$ cat src/design/pdm_regs.svh
// Purpose: Register offsets, field positions and reset values of the pin override block
// Assumes: Byte addresses on a 32-bit Avalon-MM slave, one register per aligned word
// Notes:   Included by bare name; definitions only
`ifndef PDM_REGS_SVH
`define PDM_REGS_SVH

// ***********************************************
// Register offsets (byte addresses)
// ***********************************************
`define PDM_OFF_PA_LATCH  6'h00
`define PDM_OFF_PA_DIR    6'h04
`define PDM_OFF_PA_LEVEL  6'h08
`define PDM_OFF_PB_LATCH  6'h0c
`define PDM_OFF_PB_DIR    6'h10
`define PDM_OFF_PB_LEVEL  6'h14
`define PDM_OFF_PD_LATCH  6'h18
`define PDM_OFF_PD_DIR    6'h1c
`define PDM_OFF_PD_LEVEL  6'h20
`define PDM_OFF_CONTROL   6'h24
`define PDM_OFF_CNT0_CTRL 6'h28

// ***********************************************
// Reset values
// ***********************************************
`define PDM_RST_PA        3'h0
`define PDM_RST_PB        8'h00
`define PDM_RST_PD        7'h00
`define PDM_RST_CONTROL   2'h0
`define PDM_RST_CNT0      3'h0

// ***********************************************
// Field positions
// ***********************************************
`define PDM_CTL_PUD       0
`define PDM_CTL_SYNC      1
`define PDM_CNT0_CS1      1
`define PDM_CNT0_CS2      2
`define PDM_PIN_BASE_PB   3
`define PDM_PIN_BASE_PD   11

`endif

$ cat src/design/pdm_pkg.sv
// Purpose: Shared types of the pin override block
// Assumes: Offsets and counts live in pdm_regs.svh
// Notes:   Types only
package pdm_pkg;

   typedef logic [5:0]  pdm_addr_t;
   typedef logic [31:0] pdm_word_t;
   typedef logic [3:0]  pdm_be_t;

   // Bus answer phases
   typedef enum logic {
      PDM_BUS_IDLE,
      PDM_BUS_ANSWER
   } pdm_bus_state_t;

endpackage : pdm_pkg

$ cat src/design/pdm_top.sv
// Purpose: Port A/B/D registers and Port D alternate-function overrides
// Assumes: Peripheral override signals on core_clk; pins asynchronous
// Notes:   Registers over Avalon-MM with waitrequest, answer one cycle after request
//
// Notes on behaviour
// - Counter 0 external clock on D4 when clock-select bits two and one set.
// - D3 feeds external interrupt one with its input value.
// - D2 feeds external interrupt zero; shares serial clock and clock output.
// - Serial transfer clock on D2 only in synchronous transfer mode.
// - Transmit override: D1 output, pull-up overridden to 0, transmit data driven.
// - Receive enable: D0 input, pull-up value is latch bit and pull-up disable.
// - Serial clock output overrides D2 value; pull-up and direction stay normal.
// - Compare-B output overrides D5 value; pull-up and direction stay normal.
// - Digital input forced on for D6, D5, D4 when their function enabled.
// - Digital input forced on for D3, D2 on interrupt or clock input; none D1, D0.
// - Port A latch: bits two to zero read/write, upper bits zero, reset zero.
// - Port B direction: eight read/write bits reset to zero, all inputs.
// - Port A pin level: sampled levels on bits two to zero, upper bits zero.
//
// The register addresses and the Avalon-MM interface to the registers were decided locally.
`timescale 1ns/1ps
`default_nettype none
`include "pdm_regs.svh"

module pdm_top (
   input  wire logic              core_clk,
   input  wire logic              rstn,
   input  wire logic              ce,
   input  wire pdm_pkg::pdm_addr_t address,
   input  wire logic              read,
   input  wire logic              write,
   input  wire pdm_pkg::pdm_word_t writedata,
   input  wire pdm_pkg::pdm_be_t  byteenable,
   output pdm_pkg::pdm_word_t     readdata,
   output logic                   waitrequest,
   input  wire logic [2:0]        pa_in,
   output logic [2:0]             pa_out,
   output logic [2:0]             pa_oe,
   output logic [2:0]             pa_pu,
   input  wire logic [7:0]        pb_in,
   output logic [7:0]             pb_out,
   output logic [7:0]             pb_oe,
   output logic [7:0]             pb_pu,
   input  wire logic [6:0]        pd_in,
   output logic [6:0]             pd_out,
   output logic [6:0]             pd_oe,
   output logic [6:0]             pd_pu,
   input  wire logic              serial_tx_oe,
   input  wire logic              serial_tx_data,
   input  wire logic              serial_rx_en,
   input  wire logic              transfer_clock_out_enable,
   input  wire logic              transfer_clock_out_value,
   input  wire logic              transfer_clock_in_enable,
   input  wire logic              timer_compare_b_enable,
   input  wire logic              timer_compare_b_output,
   input  wire logic              capture_enable,
   input  wire logic              counter_one_enable,
   input  wire logic              ext_irq_zero_enable,
   input  wire logic              ext_irq_one_enable,
   output logic                   capture_input_pin,
   output logic                   counter_one_ext_clock_pin,
   output logic                   counter_zero_ext_clock_pin,
   output logic                   ext_irq_one_pin,
   output logic                   ext_irq_zero_pin,
   output logic                   serial_transfer_clock,
   output logic                   serial_rx_data
);
   import pdm_pkg::*;

   // ***********************************************
   // Declarations
   // ***********************************************
   localparam int NPIN = 18;

   pdm_bus_state_t bus_q;
   logic           wait_q;
   pdm_word_t      rdata_q;
   logic [2:0]     pa_latch_q;
   logic [2:0]     pa_dir_q;
   logic [7:0]     pb_latch_q;
   logic [7:0]     pb_dir_q;
   logic [6:0]     pd_latch_q;
   logic [6:0]     pd_dir_q;
   logic [1:0]     control_q;
   logic [2:0]     cnt0_q;
   logic           take;
   logic           wr_en;
   logic           global_pullup_disable;
   logic           sync_mode;
   logic           t0_en;
   logic           xck_en;
   logic [NPIN-1:0] pin_in_all;
   logic [NPIN-1:0] latch_all;
   logic [NPIN-1:0] dir_all;
   logic [NPIN-1:0] pullup_override_enable_all;
   logic [NPIN-1:0] pullup_override_value_all;
   logic [NPIN-1:0] direction_override_enable_all;
   logic [NPIN-1:0] direction_override_value_all;
   logic [NPIN-1:0] port_value_override_enable_all;
   logic [NPIN-1:0] port_value_override_value_all;
   logic [NPIN-1:0] digital_input_override_enable_all;
   logic [NPIN-1:0] digital_input_override_value_all;
   logic [NPIN-1:0] out_all;
   logic [NPIN-1:0] oe_all;
   logic [NPIN-1:0] pu_all;
   logic [NPIN-1:0] lvl_all;
   logic [2:0]      pa_lvl;
   logic [7:0]      pb_lvl;
   logic [6:0]      pd_lvl;
   logic [6:0]      fn_q;

   // Address match, used by every register decode
   function automatic logic hit(input pdm_addr_t a, input pdm_addr_t off);
      hit = (a == off);
   endfunction : hit

   // ***********************************************
   // Avalon-MM slave
   // ***********************************************
   // One request taken per idle phase; answer phase drops waitrequest once
   assign take  = ce && (bus_q == PDM_BUS_IDLE) && (read || write);
   assign wr_en = take && write && byteenable[0];

   // Answer sequencing
   always_ff @(posedge core_clk) begin
      if (!rstn) begin
         bus_q  <= PDM_BUS_IDLE;
         wait_q <= 1'b1;
      end else if (ce) begin
         case (bus_q)
            PDM_BUS_IDLE: begin
               if (read || write) begin
                  bus_q  <= PDM_BUS_ANSWER;
                  wait_q <= 1'b0;
               end
            end
            PDM_BUS_ANSWER: begin
               bus_q  <= PDM_BUS_IDLE;
               wait_q <= 1'b1;
            end
            default: begin
               bus_q  <= PDM_BUS_IDLE;
               wait_q <= 1'b1;
            end
         endcase
      end
   end

   // Read mux; unmapped addresses read zero, reserved bits zero
   always_ff @(posedge core_clk) begin
      if (!rstn) begin
         rdata_q <= 32'h0000_0000;
      end else if (take) begin
         rdata_q <= 32'h0000_0000;
         if (read) begin
            if (hit(address, `PDM_OFF_PA_LATCH)) rdata_q[2:0] <= pa_latch_q;
            if (hit(address, `PDM_OFF_PA_DIR))   rdata_q[2:0] <= pa_dir_q;
            if (hit(address, `PDM_OFF_PA_LEVEL)) rdata_q[2:0] <= pa_lvl;
            if (hit(address, `PDM_OFF_PB_LATCH)) rdata_q[7:0] <= pb_latch_q;
            if (hit(address, `PDM_OFF_PB_DIR))   rdata_q[7:0] <= pb_dir_q;
            if (hit(address, `PDM_OFF_PB_LEVEL)) rdata_q[7:0] <= pb_lvl;
            if (hit(address, `PDM_OFF_PD_LATCH)) rdata_q[6:0] <= pd_latch_q;
            if (hit(address, `PDM_OFF_PD_DIR))   rdata_q[6:0] <= pd_dir_q;
            if (hit(address, `PDM_OFF_PD_LEVEL)) rdata_q[6:0] <= pd_lvl;
            if (hit(address, `PDM_OFF_CONTROL))  rdata_q[1:0] <= control_q;
            if (hit(address, `PDM_OFF_CNT0_CTRL)) rdata_q[2:0] <= cnt0_q;
         end
      end
   end

   assign readdata    = rdata_q;
   assign waitrequest = wait_q;

   // ***********************************************
   // Port registers
   // ***********************************************
   // Port A: only three pins exist, upper bits are not stored
   always_ff @(posedge core_clk) begin
      if (!rstn) begin
         pa_latch_q <= `PDM_RST_PA;
         pa_dir_q   <= `PDM_RST_PA;
      end else if (wr_en) begin
         if (hit(address, `PDM_OFF_PA_LATCH)) pa_latch_q <= writedata[2:0];
         if (hit(address, `PDM_OFF_PA_DIR))   pa_dir_q   <= writedata[2:0];
      end
   end

   // Port B: full byte; direction resets so every pin starts as input
   always_ff @(posedge core_clk) begin
      if (!rstn) begin
         pb_latch_q <= `PDM_RST_PB;
         pb_dir_q   <= `PDM_RST_PB;
      end else if (wr_en) begin
         if (hit(address, `PDM_OFF_PB_LATCH)) pb_latch_q <= writedata[7:0];
         if (hit(address, `PDM_OFF_PB_DIR))   pb_dir_q   <= writedata[7:0];
      end
   end

   // Port D: seven pins
   always_ff @(posedge core_clk) begin
      if (!rstn) begin
         pd_latch_q <= `PDM_RST_PD;
         pd_dir_q   <= `PDM_RST_PD;
      end else if (wr_en) begin
         if (hit(address, `PDM_OFF_PD_LATCH)) pd_latch_q <= writedata[6:0];
         if (hit(address, `PDM_OFF_PD_DIR))   pd_dir_q   <= writedata[6:0];
      end
   end

   // Global control and counter-0 clock select
   always_ff @(posedge core_clk) begin
      if (!rstn) begin
         control_q <= `PDM_RST_CONTROL;
         cnt0_q    <= `PDM_RST_CNT0;
      end else if (wr_en) begin
         if (hit(address, `PDM_OFF_CONTROL))   control_q <= writedata[1:0];
         if (hit(address, `PDM_OFF_CNT0_CTRL)) cnt0_q    <= writedata[2:0];
      end
   end

   assign global_pullup_disable       = control_q[`PDM_CTL_PUD];
   assign sync_mode = control_q[`PDM_CTL_SYNC];
   assign t0_en     = cnt0_q[`PDM_CNT0_CS2] & cnt0_q[`PDM_CNT0_CS1];
   assign xck_en    = transfer_clock_in_enable & sync_mode;

   // ***********************************************
   // Override matrix
   // ***********************************************
   // Ports A and B carry no overrides here; Port D per its alternate functions
   always_comb begin
      pullup_override_enable_all  = '0;
      pullup_override_value_all  = '0;
      direction_override_enable_all  = '0;
      direction_override_value_all  = '0;
      port_value_override_enable_all  = '0;
      port_value_override_value_all  = '0;
      digital_input_override_enable_all = '0;
      digital_input_override_value_all = '0;
      // Transmit pin: output, pull-up off, data from transmitter
      pullup_override_enable_all[`PDM_PIN_BASE_PD+1] = serial_tx_oe;
      direction_override_enable_all[`PDM_PIN_BASE_PD+1] = serial_tx_oe;
      direction_override_value_all[`PDM_PIN_BASE_PD+1] = 1'b1;
      port_value_override_enable_all[`PDM_PIN_BASE_PD+1] = serial_tx_oe;
      port_value_override_value_all[`PDM_PIN_BASE_PD+1] = serial_tx_data;
      // Receive pin: input, pull-up kept only when latch and disable both set
      pullup_override_enable_all[`PDM_PIN_BASE_PD+0] = serial_rx_en;
      pullup_override_value_all[`PDM_PIN_BASE_PD+0] = pd_latch_q[0] & global_pullup_disable;
      direction_override_enable_all[`PDM_PIN_BASE_PD+0] = serial_rx_en;
      // Clock output: value only; blocked outside synchronous mode
      port_value_override_enable_all[`PDM_PIN_BASE_PD+2] = transfer_clock_out_enable & sync_mode;
      port_value_override_value_all[`PDM_PIN_BASE_PD+2] = transfer_clock_out_value;
      // Compare-B output: value only
      port_value_override_enable_all[`PDM_PIN_BASE_PD+5] = timer_compare_b_enable;
      port_value_override_value_all[`PDM_PIN_BASE_PD+5] = timer_compare_b_output;
      // Digital input forcing on function inputs
      digital_input_override_enable_all[`PDM_PIN_BASE_PD+6] = capture_enable;
      digital_input_override_enable_all[`PDM_PIN_BASE_PD+5] = counter_one_enable;
      digital_input_override_enable_all[`PDM_PIN_BASE_PD+4] = t0_en;
      digital_input_override_enable_all[`PDM_PIN_BASE_PD+3] = ext_irq_one_enable;
      digital_input_override_enable_all[`PDM_PIN_BASE_PD+2] = ext_irq_zero_enable | xck_en;
      digital_input_override_value_all[`PDM_PIN_BASE_PD+6] = 1'b1;
      digital_input_override_value_all[`PDM_PIN_BASE_PD+5] = 1'b1;
      digital_input_override_value_all[`PDM_PIN_BASE_PD+4] = 1'b1;
      digital_input_override_value_all[`PDM_PIN_BASE_PD+3] = 1'b1;
      digital_input_override_value_all[`PDM_PIN_BASE_PD+2] = 1'b1;
   end

   assign pin_in_all = {pd_in, pb_in, pa_in};
   assign latch_all  = {pd_latch_q, pb_latch_q, pa_latch_q};
   assign dir_all    = {pd_dir_q, pb_dir_q, pa_dir_q};

   // ***********************************************
   // Pin cells
   // ***********************************************
   generate
      for (genvar i = 0; i < NPIN; i++) begin : g_pin
         pdm_pin_cell u_cell (
            .core_clk (core_clk),
            .rstn     (rstn),
            .ce       (ce),
            .pin_in   (pin_in_all[i]),
            .latch    (latch_all[i]),
            .dir      (dir_all[i]),
            .global_pullup_disable      (global_pullup_disable),
            .pullup_override_enable     (pullup_override_enable_all[i]),
            .pullup_override_value     (pullup_override_value_all[i]),
            .direction_override_enable     (direction_override_enable_all[i]),
            .direction_override_value     (direction_override_value_all[i]),
            .port_value_override_enable     (port_value_override_enable_all[i]),
            .port_value_override_value     (port_value_override_value_all[i]),
            .digital_input_override_enable    (digital_input_override_enable_all[i]),
            .digital_input_override_value    (digital_input_override_value_all[i]),
            .pin_out  (out_all[i]),
            .pin_oe   (oe_all[i]),
            .pin_pu   (pu_all[i]),
            .pin_lvl  (lvl_all[i])
         );
      end
   endgenerate

   assign pa_out = out_all[2:0];
   assign pa_oe  = oe_all[2:0];
   assign pa_pu  = pu_all[2:0];
   assign pb_out = out_all[10:3];
   assign pb_oe  = oe_all[10:3];
   assign pb_pu  = pu_all[10:3];
   assign pd_out = out_all[17:11];
   assign pd_oe  = oe_all[17:11];
   assign pd_pu  = pu_all[17:11];
   assign pa_lvl = lvl_all[2:0];
   assign pb_lvl = lvl_all[10:3];
   assign pd_lvl = lvl_all[17:11];

   // ***********************************************
   // Peripheral inputs
   // ***********************************************
   // Delivered only while the function is enabled, so idle peripherals see zero
   always_ff @(posedge core_clk) begin
      if (!rstn) begin
         fn_q <= 7'h00;
      end else if (ce) begin
         fn_q[6] <= pd_lvl[6] & capture_enable;
         fn_q[5] <= pd_lvl[5] & counter_one_enable;
         fn_q[4] <= pd_lvl[4] & t0_en;
         fn_q[3] <= pd_lvl[3] & ext_irq_one_enable;
         fn_q[2] <= pd_lvl[2] & ext_irq_zero_enable;
         fn_q[1] <= pd_lvl[2] & xck_en;
         fn_q[0] <= pd_lvl[0] & serial_rx_en;
      end
   end

   assign capture_input_pin          = fn_q[6];
   assign counter_one_ext_clock_pin  = fn_q[5];
   assign counter_zero_ext_clock_pin = fn_q[4];
   assign ext_irq_one_pin            = fn_q[3];
   assign ext_irq_zero_pin           = fn_q[2];
   assign serial_transfer_clock      = fn_q[1];
   assign serial_rx_data             = fn_q[0];
endmodule : pdm_top

`default_nettype wire

$ cat src/design/pdm_pin_cell.sv
// Purpose: One pin: input synchroniser and override selection of pull-up, direction, value
// Assumes: Override signals come from logic on core_clk
// Notes:   Value, direction and pull-up outputs registered; pin level gated by digital input enable
`timescale 1ns/1ps
`default_nettype none

module pdm_pin_cell (
   input  wire logic core_clk,
   input  wire logic rstn,
   input  wire logic ce,
   input  wire logic pin_in,
   input  wire logic latch,
   input  wire logic dir,
   input  wire logic global_pullup_disable,
   input  wire logic pullup_override_enable,
   input  wire logic pullup_override_value,
   input  wire logic direction_override_enable,
   input  wire logic direction_override_value,
   input  wire logic port_value_override_enable,
   input  wire logic port_value_override_value,
   input  wire logic digital_input_override_enable,
   input  wire logic digital_input_override_value,
   output var  logic pin_out,
   output var  logic pin_oe,
   output var  logic pin_pu,
   output logic      pin_lvl
);

   logic sync1_q;
   logic sync2_q;
   logic sync3_q;
   logic flt_q;
   logic die_q;

   // Three-stage synchroniser; a change counts once stages two and three agree
   always_ff @(posedge core_clk) begin
      if (!rstn) begin
         sync1_q <= 1'b0;
         sync2_q <= 1'b0;
         sync3_q <= 1'b0;
         flt_q   <= 1'b0;
      end else if (ce) begin
         sync1_q <= pin_in;
         sync2_q <= sync1_q;
         sync3_q <= sync2_q;
         if (sync2_q == sync3_q) begin
            flt_q <= sync3_q;
         end
      end
   end

   // Enable picks the override, else normal port control
   always_ff @(posedge core_clk) begin
      if (!rstn) begin
         pin_out <= 1'b0;
         pin_oe  <= 1'b0;
         pin_pu  <= 1'b0;
         die_q   <= 1'b1;
      end else if (ce) begin
         pin_out <= port_value_override_enable ? port_value_override_value : latch;
         pin_oe  <= direction_override_enable ? direction_override_value : dir;
         pin_pu  <= pullup_override_enable ? pullup_override_value : (latch & ~dir & ~global_pullup_disable);
         die_q   <= digital_input_override_enable ? digital_input_override_value : 1'b1;
      end
   end

   // Disabled digital input reads low, never floating
   assign pin_lvl = flt_q & die_q;

endmodule : pdm_pin_cell

`default_nettype wire

$ cat config.mk
export PLATFORM = sky130hd
export DESIGN_NAME = pdm_top
export DESIGN_NICKNAME = d
export VERILOG_FILES = /design/src/design/pdm_pkg.sv /design/src/design/pdm_top.sv /design/src/design/pdm_pin_cell.sv
export VERILOG_INCLUDE_DIRS = /design/src /design/src/design
export SDC_FILE = /design/constraint.sdc
export NUM_CORES = 1
export LEC_CHECK = 0
export BUFFER_PORTS_ARGS = -buffer_cell sky130_fd_sc_hd__buf_2
export CORE_UTILIZATION = 49
export DETAILED_ROUTE_END_ITERATION = 7
export PLACE_DENSITY = 0.73
export SYNTH_ARGS = -nofsm -noshare
export SYNTH_HDL_FRONTEND = slang
export SYNTH_SLANG_ARGS = --single-unit
$ cat constraint.sdc
create_clock -name core_clk -period 2.09 [get_ports core_clk]
set_input_delay 0.418 -clock core_clk [delete_from_list [all_inputs] [get_ports core_clk]]
set_output_delay 0.418 -clock core_clk [all_outputs]
set_load 0.02 [all_outputs]
After elaboration in Yosys (flattened, before gate mapping)
Index checks and enable logic that the tools add are counted.
W data, S select, Z words.
Storage, ports and cells
  flip-flop bits (word level): 184
  bits of input ports: 77
  output and inout port bits: 94
  logic and storage cells: 290
Operators by class
  equality and inequality tests: 29
  multiplexer cells: 23
  bitwise gates (word level): 67
  reduce and logical (&&, ||, !) cells: 33
Operator list (count)
  $reduce_and A2 Y1: 27
  $and A1 B1 Y1: 47
  $mux W8: 4
  $eq A6 B5 Y1 const B: 4
  $mux W7: 3
  $not A1 Y1: 20
  $eq A1 B1 Y1: 18
  $eq A6 B6 Y1 const B: 3
  $eq A6 B4 Y1 const B: 2
  $mux W3: 4
  $mux W1: 9
  $eq A6 B3 Y1 const B: 1
  $logic_not A6 Y1: 1
  $logic_and A1 B1 Y1: 4
  $pmux W1 S2: 2
  $mux W2: 1
  $ne A2 B1 Y1 const B: 1
  $logic_or A1 B1 Y1: 1

Depth between registers and ports, before layout
Gate-level depths: netlist (run 1).
  depth after elaboration: 13
  mapped depth: 8
  gate-level depth less buffers: 5

Cells and area by module
A second synthesis (run 1) with hierarchy kept.
Unflattened totals
  cell total of the unflattened synthesis: 958
  area, all modules: 9108.7 sq um
By module, submodules not included
  pdm_pin_cell: instances 18, cells an instance 35, area an instance 336.6 sq um, seq. area each 160.2 sq um
  pdm_top: instances 1, cells an instance 328, area an instance 3050.4 sq um, seq. area each 1161.1 sq um

Worst setup path before layout (run 1)
OpenSTA, ideal clock, no wires.
  kind: input-to-reg
  start: input address[1]
  end: register rdata_q[0], in the netlist readdata[0]
  setup time: 0.116 ns
  arrival: 1.884 ns
  required time: 1.974 ns
  path slack: 0.089 ns
  cell stages on the path: 7
  path buffers: 2
  cell sequence: buf_2 -> or4b_1 -> buf_6 -> a221oi_1 -> o32a_1 -> a311oi_1 -> o211a_1
Between the ends
  longest elaborated chain between the ends: 13
  elaborated cells on any way between the ends: 23
Ends and longest elaborated chain
  start, declared: RTL line pdm_top.sv:29  | input wire pdm_pkg::pdm_addr_t address,
  $logic_not A6 Y1: RTL line pdm_top.sv:114  | hit = (a == off);
  $mux W3: RTL line pdm_top.sv:156  | if (hit(address, `PDM_OFF_PA_LATCH)) rdata_q[2:0] <= pa_latch_q;
  $mux W3: RTL line pdm_top.sv:157  | if (hit(address, `PDM_OFF_PA_DIR)) rdata_q[2:0] <= pa_dir_q;
  $mux W3: RTL line pdm_top.sv:158  | if (hit(address, `PDM_OFF_PA_LEVEL)) rdata_q[2:0] <= pa_lvl;
  $mux W8: RTL line pdm_top.sv:159  | if (hit(address, `PDM_OFF_PB_LATCH)) rdata_q[7:0] <= pb_latch_q;
  $mux W8: RTL line pdm_top.sv:160  | if (hit(address, `PDM_OFF_PB_DIR)) rdata_q[7:0] <= pb_dir_q;
  $mux W8: RTL line pdm_top.sv:161  | if (hit(address, `PDM_OFF_PB_LEVEL)) rdata_q[7:0] <= pb_lvl;
  $mux W7: RTL line pdm_top.sv:162  | if (hit(address, `PDM_OFF_PD_LATCH)) rdata_q[6:0] <= pd_latch_q;
  $mux W7: RTL line pdm_top.sv:163  | if (hit(address, `PDM_OFF_PD_DIR)) rdata_q[6:0] <= pd_dir_q;
  $mux W7: RTL line pdm_top.sv:164  | if (hit(address, `PDM_OFF_PD_LEVEL)) rdata_q[6:0] <= pd_lvl;
  $mux W2: RTL line pdm_top.sv:165  | if (hit(address, `PDM_OFF_CONTROL)) rdata_q[1:0] <= control_q;
  $mux W3 (*): RTL line pdm_top.sv:166  | if (hit(address, `PDM_OFF_CNT0_CTRL)) rdata_q[2:0] <= cnt0_q;
  $mux W8 (*): RTL line pdm_top.sv:155  | if (read) begin
  end signal, assigned: RTL line pdm_top.sv:164
  end signal, assigned: RTL line pdm_top.sv:165
  end signal, assigned: RTL line pdm_top.sv:166
  end, declared: RTL line pdm_top.sv:77  | pdm_word_t rdata_q;
Every way passes the cells marked *; elsewhere a longest branch is shown, timed or not.
A chain may end at the register's enable or synchronous reset.

Worst setup path in the final report (run 1)
  start: input address[5]
  end: register rdata_q[3], in the netlist readdata[3]
Between the ends
  longest elaborated chain between the ends: 8
  elaborated cells on any way between the ends: 13
Ends and longest elaborated chain (RTL line)
  $eq A6 B4 Y1: pdm_top.sv:114
  $mux W8: pdm_top.sv:159
  $mux W8: pdm_top.sv:160
  $mux W8: pdm_top.sv:161
  $mux W7: pdm_top.sv:162
  $mux W7: pdm_top.sv:163
  $mux W7 (*): pdm_top.sv:164
  $mux W8 (*): pdm_top.sv:155
  end signal, assigned: pdm_top.sv:162
  end signal, assigned: pdm_top.sv:163
  end signal, assigned: pdm_top.sv:164
Marks and branches as above.

==> results of run 1 <==
## synth_stat cells (3+ instances only)
cell	count
clkbuf_1	38
o21ai_0	28
a41oi_1	4
inv_1	11
a211oi_1	9
nor3_1	4
and2_1	12
buf_4	79
nand2b_1	5
o221ai_1	4
nand2_1	113
buf_1	11
o211a_1	5
mux2_2	3
a21oi_1	71
a221oi_1	4
buf_2	4
nand3_1	19
dfxtp_1	184
nor4_1	3
nor2_1	131
nor4b_1	9
a21o_1	15
mux2i_1	94
nand4_1	7
o22ai_1	3
nor2b_1	4
o32ai_1	9
## power breakdown
part	leakage [nW]	internal, mW	switching [mW]
Combinational	2.34	0.172	0.313
Sequential	1.49	3.55	0.0296
Clock	0.268	1.60	1.40
Total	4.09	5.33	1.74
## worst register-to-register path: stages (launching register included)
cell	delay (ps)
dfxtp_1	330
nor2b_1	220
and3_1	280
buf_4	200
nand2_1	250
nand2_1	150
a21oi_1	70
## cell type report
cell class	instances	area [um^2]
Clock buffer	20	456.7
Fill cell	1465	6798
Tap cell	216	270.3
Inverter	13	51.30
Multi-Input combinational cell	603	3512
Timing Repair Buffer	170	1022
Sequential cell	184	3684
Clock inverter	12	91.34
## routing by layer
metal / GRT usage (%) / vias to the layer above / wire, um
li1: - / 3180 / -
met1: 31.15 / 3025 / 8732
met2: 36.71 / 203 / 8790
met3: 5.491 / 31 / 1237
met4: 10.12 / 0 / 483
met5: 0 / - / 0
## cell families (layout without fill, tap and decap cells)
group | after synthesis | in the layout | share of synthesized area, %
AOI/OAI and AO/OA | 165 | 165 | 13.00
buffers and inverters | 147 | 215 | 10.88
DFF | 184 | 184 | 46.17
muxes | 97 | 97 | 12.22
other | 1 | 24 | 0.04701
and+or+nand+nor | 317 | 317 | 17.68
## flip-flops by register name (all words and copies together), names as in the netlist
| signal | flops |
|---|---|
| g_pin.u_cell.flt_q | 18 |
| pb_dir_q | 8 |
| bus_q | 1 |
| fn_q | 7 |
| pa_latch_q | 3 |
| pd_dir_q | 7 |
| pb_latch_q | 8 |
| g_pin.u_cell.sync1_q | 18 |
| pa_dir_q | 3 |
| g_pin.u_cell.sync2_q | 18 |
| g_pin.u_cell.pin_out | 18 |
| g_pin.u_cell.pin_pu | 18 |
| readdata | 8 |
| control_q | 2 |
| g_pin.u_cell.pin_oe | 18 |
| g_pin.u_cell.sync3_q | 18 |
| pd_latch_q | 7 |
| waitrequest | 1 |
| cnt0_q | 3 |
## worst min path at each step
| stage | start | endpoint | slack (ps) | cells after the start |
|---|---|---|---|---|
| after detailed placement | fn_q[5] | fn_q[5] | 450 | 2 |
| after CTS | pb_in[5] | g_pin[8].u_cell.sync1_q | 200 | 3 |
| after floorplan | g_pin[16].u_cell.sync3_q | g_pin[16].u_cell.flt_q | 440 | 2 |
| after global routing | pd_in[2] | g_pin[13].u_cell.sync1_q | 220 | 3 |
| final | pb_in[5] | g_pin[8].u_cell.sync1_q | 210 | 3 |
| after global placement | fn_q[2] | fn_q[2] | 450 | 2 |
==> results.sh, run 1 <==
export IMPL_layout_commonest_cell="dfxtp_1"
export IMPL_ys_flop_type="dfxtp_1"
export IMPL_cts_setup_buffers=0
export IMPL_fin_area_um2=9087
export IMPL_via_per_inst=5.287
export IMPL_synth_edf_count=0
export IMPL_maxCapViolCount=0
export IMPL_slowest_stage="or4b_1"
export IMPL_nets=1066
export IMPL_pre_cts_ws_ps=-47.42
export IMPL_ys_types=49
export IMPL_fin_ws_ps=346.8
export IMPL_vdd_ir_drop_max_mv=0.5471
export IMPL_clock_latency_ps=440
export IMPL_critPathLaunch="address[5]"
export IMPL_path_depth=7
export IMPL_hold_path_class="input pin to register"
export IMPL_drv_slew=0
export IMPL_overflow=0
export IMPL_clockBufferDepth=2
export IMPL_path_buf_inv=2
export IMPL_gp_congestion=0.9269
export IMPL_area_delta_synth_final_pct=13.91
export IMPL_crit_arrival_ps=2120
export IMPL_skew_ps=9.483
export IMPL_wire_per_inst_um=15.80
export IMPL_max_freq_mhz=573.6
export IMPL_finalSetupViolations=0
export IMPL_initial_utilization_pct=50.22
export IMPL_cts_hold_buf=0
export IMPL_grt_pass1_vias=5841
export IMPL_final_layout_size_suffix_gt1_share_pct=21.16
export IMPL_synth_area_um2=7978
export IMPL_cpPeakStageDelay_ps=530
export IMPL_r2r_start="bus_q"
export IMPL_cts_buffers=17
export IMPL_fin_crit_sh_pct=83.41
export IMPL_crit_path_end="readdata[3]"
export IMPL_synth_top_area_share_pct=46.17
export IMPL_synth_area_per_cell_um2=8.757
export IMPL_path_class="input pin to register"
export IMPL_slew_headroom_pct=51.95
export IMPL_die_h_um=129.6
export IMPL_rrSetupSlack_ps=470
export IMPL_final_core_util_pct=57.21
export IMPL_num_vias=6439
export IMPL_final_cells=1218
export IMPL_grt_pass1_wl_um=30170
export IMPL_drc_errors=0
export IMPL_status="completed"
export IMPL_ioPinCount=171
export IMPL_dpl_hpwl_um=13500
export IMPL_htree_levels=4
export IMPL_syn_inst=911
export IMPL_dieArea_um2=16790
export IMPL_mostFrequentLayoutCells="184 x dfxtp_1, 131 x nor2_1, 118 x buf_2, 113 x nand2_1, 94 x mux2i_1"
export IMPL_synth_top_area_cell="dfxtp_1"
export IMPL_synth_seq_cells=184
export IMPL_fp_dieW_um=129.6
export IMPL_finalSetupTns_ps=0
export IMPL_grt_max_degree=54
export IMPL_cts_tree="built"
export IMPL_holdWs_ps=210.8
export IMPL_rsz0062_at_grt="false"
export IMPL_cp_top_family="simple AND/OR/NAND/NOR gates"
export IMPL_antenna_left=0
export IMPL_grt_usage_pct=23.53
export IMPL_synth_area_leaders="dfxtp_1 46%, mux2i_1 12%, buf_4 7.4%, nor2_1 6.2%, nand2_1 5.3%"
export IMPL_critPathRequiredTime_ps=2470
export IMPL_setup_worst_path_start_class="input pin"
export IMPL_r2r_end="pb_dir_q[0]"
export IMPL_yosysSeqAreaShare_pct=46.17
export IMPL_min_period_ps=1743
export IMPL_async_reset_ff_share_pct=0
export IMPL_hold_violations=0
export IMPL_powerDensity_nw_per_um2=778.0
export IMPL_path_max_fanout=9
export IMPL_drt_first_pass_iters=5
export IMPL_cts_sinks=184
export IMPL_crit_chain="buf_2, or4b_1, buf_4, nor2_1, nand2_1, a211oi_1, o211a_1"
export IMPL_yosys_warnings=0
export IMPL_core_um2=15890
export IMPL_placedCellCount=1186
export IMPL_clkTransAtPathRegs_ps=70
export IMPL_placed_cell_area_um2=8539
export IMPL_n_antenna_cell=0
export IMPL_port_buffers=119
export IMPL_wl_um=19240
export IMPL_worst_slew_pin_slew_ps=719.7
export IMPL_reg2reg_depth=6
export IMPL_cts_root_buffer="clkbuf_16"
export IMPL_fp_row_count=46
export IMPL_antenna_found_initial=0
export IMPL_cts_resized=0
export IMPL_finalPower_mw=7.070
export IMPL_power_leakage_nw=4.093
export IMPL_initialDrtViolationCount=381
export IMPL_end_kind="register"
Note: power is estimated with default switching activity, not from simulation.
==> run 2, diff against run 1 <==
- clock period: 2.09 -> 1.5 ns (I/O delays scaled with it)
==> run 2 against run 1 <==
Die area did not move. Non-clock buffer count rose by 36. Worst hold slack got worse by 110 ps. Critical path type unchanged.
==> results.sh, run 2 (synthesis results as in run 1) <==
export IMPL_placedCellCount=1222
export IMPL_reg2reg_depth=5
export IMPL_grt_pass1_wl_um=31050
export IMPL_antenna_left=0
export IMPL_finalSetupViolations=0
export IMPL_power_leakage_nw=4.343
export IMPL_mostFrequentLayoutCells="184 x dfxtp_1, 128 x nor2_1, 117 x buf_2, 110 x nand2_1, 94 x mux2i_1"
export IMPL_cts_root_buffer="clkbuf_16"
export IMPL_port_buffers=119
export IMPL_crit_arrival_ps=1860
export IMPL_core_um2=15890
export IMPL_wl_met3_um=1025
export IMPL_fp_dieW_um=129.6
export IMPL_htree_levels=4
export IMPL_slowest_stage="nor4_4"
export IMPL_hold_path_class="input pin to register"
export IMPL_drc_errors=0
export IMPL_end_kind="register"
export IMPL_critPathRequiredTime_ps=1880
export IMPL_cpPeakStageDelay_ps=380
export IMPL_critPathLaunch="address[0]"
export IMPL_final_layout_size_suffix_gt1_share_pct=26.11
export IMPL_gp_congestion=0.8991
export IMPL_grt_pass1_vias=5942
export IMPL_cts_setup_buffers=0
export IMPL_wl_met1_um=9099
export IMPL_min_period_ps=1485
export IMPL_wl_um=19980
export IMPL_drv_slew=0
export IMPL_n_antenna_cell=0
export IMPL_ioPinCount=171
export IMPL_wl_met2_um=9534
export IMPL_overflow=0
export IMPL_r2r_start="bus_q"
export IMPL_path_max_fanout=8
export IMPL_maxCapViolCount=0
export IMPL_grt_usage_pct=24.14
export IMPL_fin_crit_sh_pct=99.01
export IMPL_path_class="input pin to register"
export IMPL_skew_ps=6.569
export IMPL_hold_violations=0
export IMPL_rrSetupSlack_ps=20
export IMPL_holdWs_ps=98.73
export IMPL_cts_tree="built"
export IMPL_num_vias=6621
export IMPL_wire_per_inst_um=15.93
export IMPL_initial_utilization_pct=50.22
export IMPL_clock_latency_ps=430
export IMPL_fillers=1432
export IMPL_cts_hold_buf=0
export IMPL_top_layer_used="met4"
export IMPL_grt_max_degree=54
export IMPL_clkTransAtPathRegs_ps=60
export IMPL_area_delta_synth_final_pct=20.97
export IMPL_die_h_um=129.6
export IMPL_clockBufferDepth=2
export IMPL_cts_sinks=184
export IMPL_final_cells=1254
export IMPL_drt_first_pass_iters=5
export IMPL_dieArea_um2=16790
export IMPL_fp_row_count=46
export IMPL_rsz0062_at_grt="true"
export IMPL_critical_path_most_common_cell="buf_6"
export IMPL_crit_path_end="readdata[4]"
export IMPL_cts_buffers=17
export IMPL_nets=1102
export IMPL_via_per_inst=5.280
export IMPL_status="completed"
export IMPL_dpl_hpwl_um=14290
export IMPL_setup_worst_path_start_class="input pin"
export IMPL_layout_commonest_cell="dfxtp_1"
export IMPL_r2r_end="readdata[1]"
export IMPL_crit_chain="buf_6, buf_12, buf_6, nor4_4, buf_4, a41oi_1, a211oi_1, o211a_1"
export IMPL_vdd_ir_drop_max_mv=0.7847
export IMPL_max_freq_mhz=673.3
export IMPL_powerDensity_nw_per_um2=1042
export IMPL_initialDrtViolationCount=387
export IMPL_antenna_found_initial=0
run 2: changes by cell type in the layout (fill, tap and decap cells not counted), sizes merged:
cell,previous run,this run
bufinv,0,1
inv,18,14
clkbuf,20,23
buf,170,206
run 2: what timing repair did:
action | CTS | global route
gates cloned | 0 | 0
pin swaps | 0 | 8
gates resized for setup | 1 | 20
setup endpoints to repair | 8 | 41
hold endpoints to repair | 0 | 0
run 2: worst max-delay path, delay by kind of cell:
kind	cells	cell delay (ps)
compound gates	3	610
buf+inv	4	580
simple gates	1	380
run 2: through the flow:
step	total power [mW]	setup TNS (ps)	cell area (um^2)	setup slack (ps)	utilization (%)
floorplan	5.602	-6522	8179	-325.1	-
global placement	5.866	-14540	9000	-400.1	56.66
detailed placement	5.875	-15450	9000	-484.3	56.66
CTS	10.11	0	9563	1.547	60.20
global route	10.40	-77.78	9651	-50.81	60.75
finish	10.06	0	9651	14.83	60.75
run 2: cell type report:
type / count / area, um^2 / share of cell area (%)
clock buffers: 23 / 467.9 / 4.849
clock inverters: 9 / 93.84 / 0.9724
inverters: 13 / 51.30 / 0.5316
multi-input cells: 603 / 3661 / 37.94
flip-flops and latches: 184 / 3684 / 38.17
well taps: 216 / 270.3 / 2.800
repair buffers: 206 / 1423 / 14.74
run 2: report_power, final:
group	internal [mW]	leakage (nW)	total, mW	switching (mW)
clock	2.39	0.268	4.27	1.88
combinational	0.320	2.59	0.794	0.473
sequential	4.95	1.49	5.00	0.0428
run 2: worst min-delay path by stage:
stage	startpoint	to	slack [ps]	cells past startpoint
detailed placement	g_pin[2].u_cell.pin_out	g_pin[2].u_cell.pin_out	450	2
global route	pa_in[1]	g_pin[1].u_cell.sync1_q	100	3
floorplan	rstn	g_pin[0].u_cell.pin_pu	420	1
global placement	g_pin[16].u_cell.sync3_q	g_pin[16].u_cell.flt_q	440	2
finish	pd_in[2]	g_pin[13].u_cell.sync1_q	100	3
CTS	pb_in[5]	g_pin[8].u_cell.sync1_q	80	3
run 2: per-layer routing:
layer / track usage [%] / vias to the layer above
met2: 39.32 / 181
met5: 0 / -
met1: 32.01 / 3143
met3: 4.459 / 28
li1: - / 3269
met4: 8.550 / 0
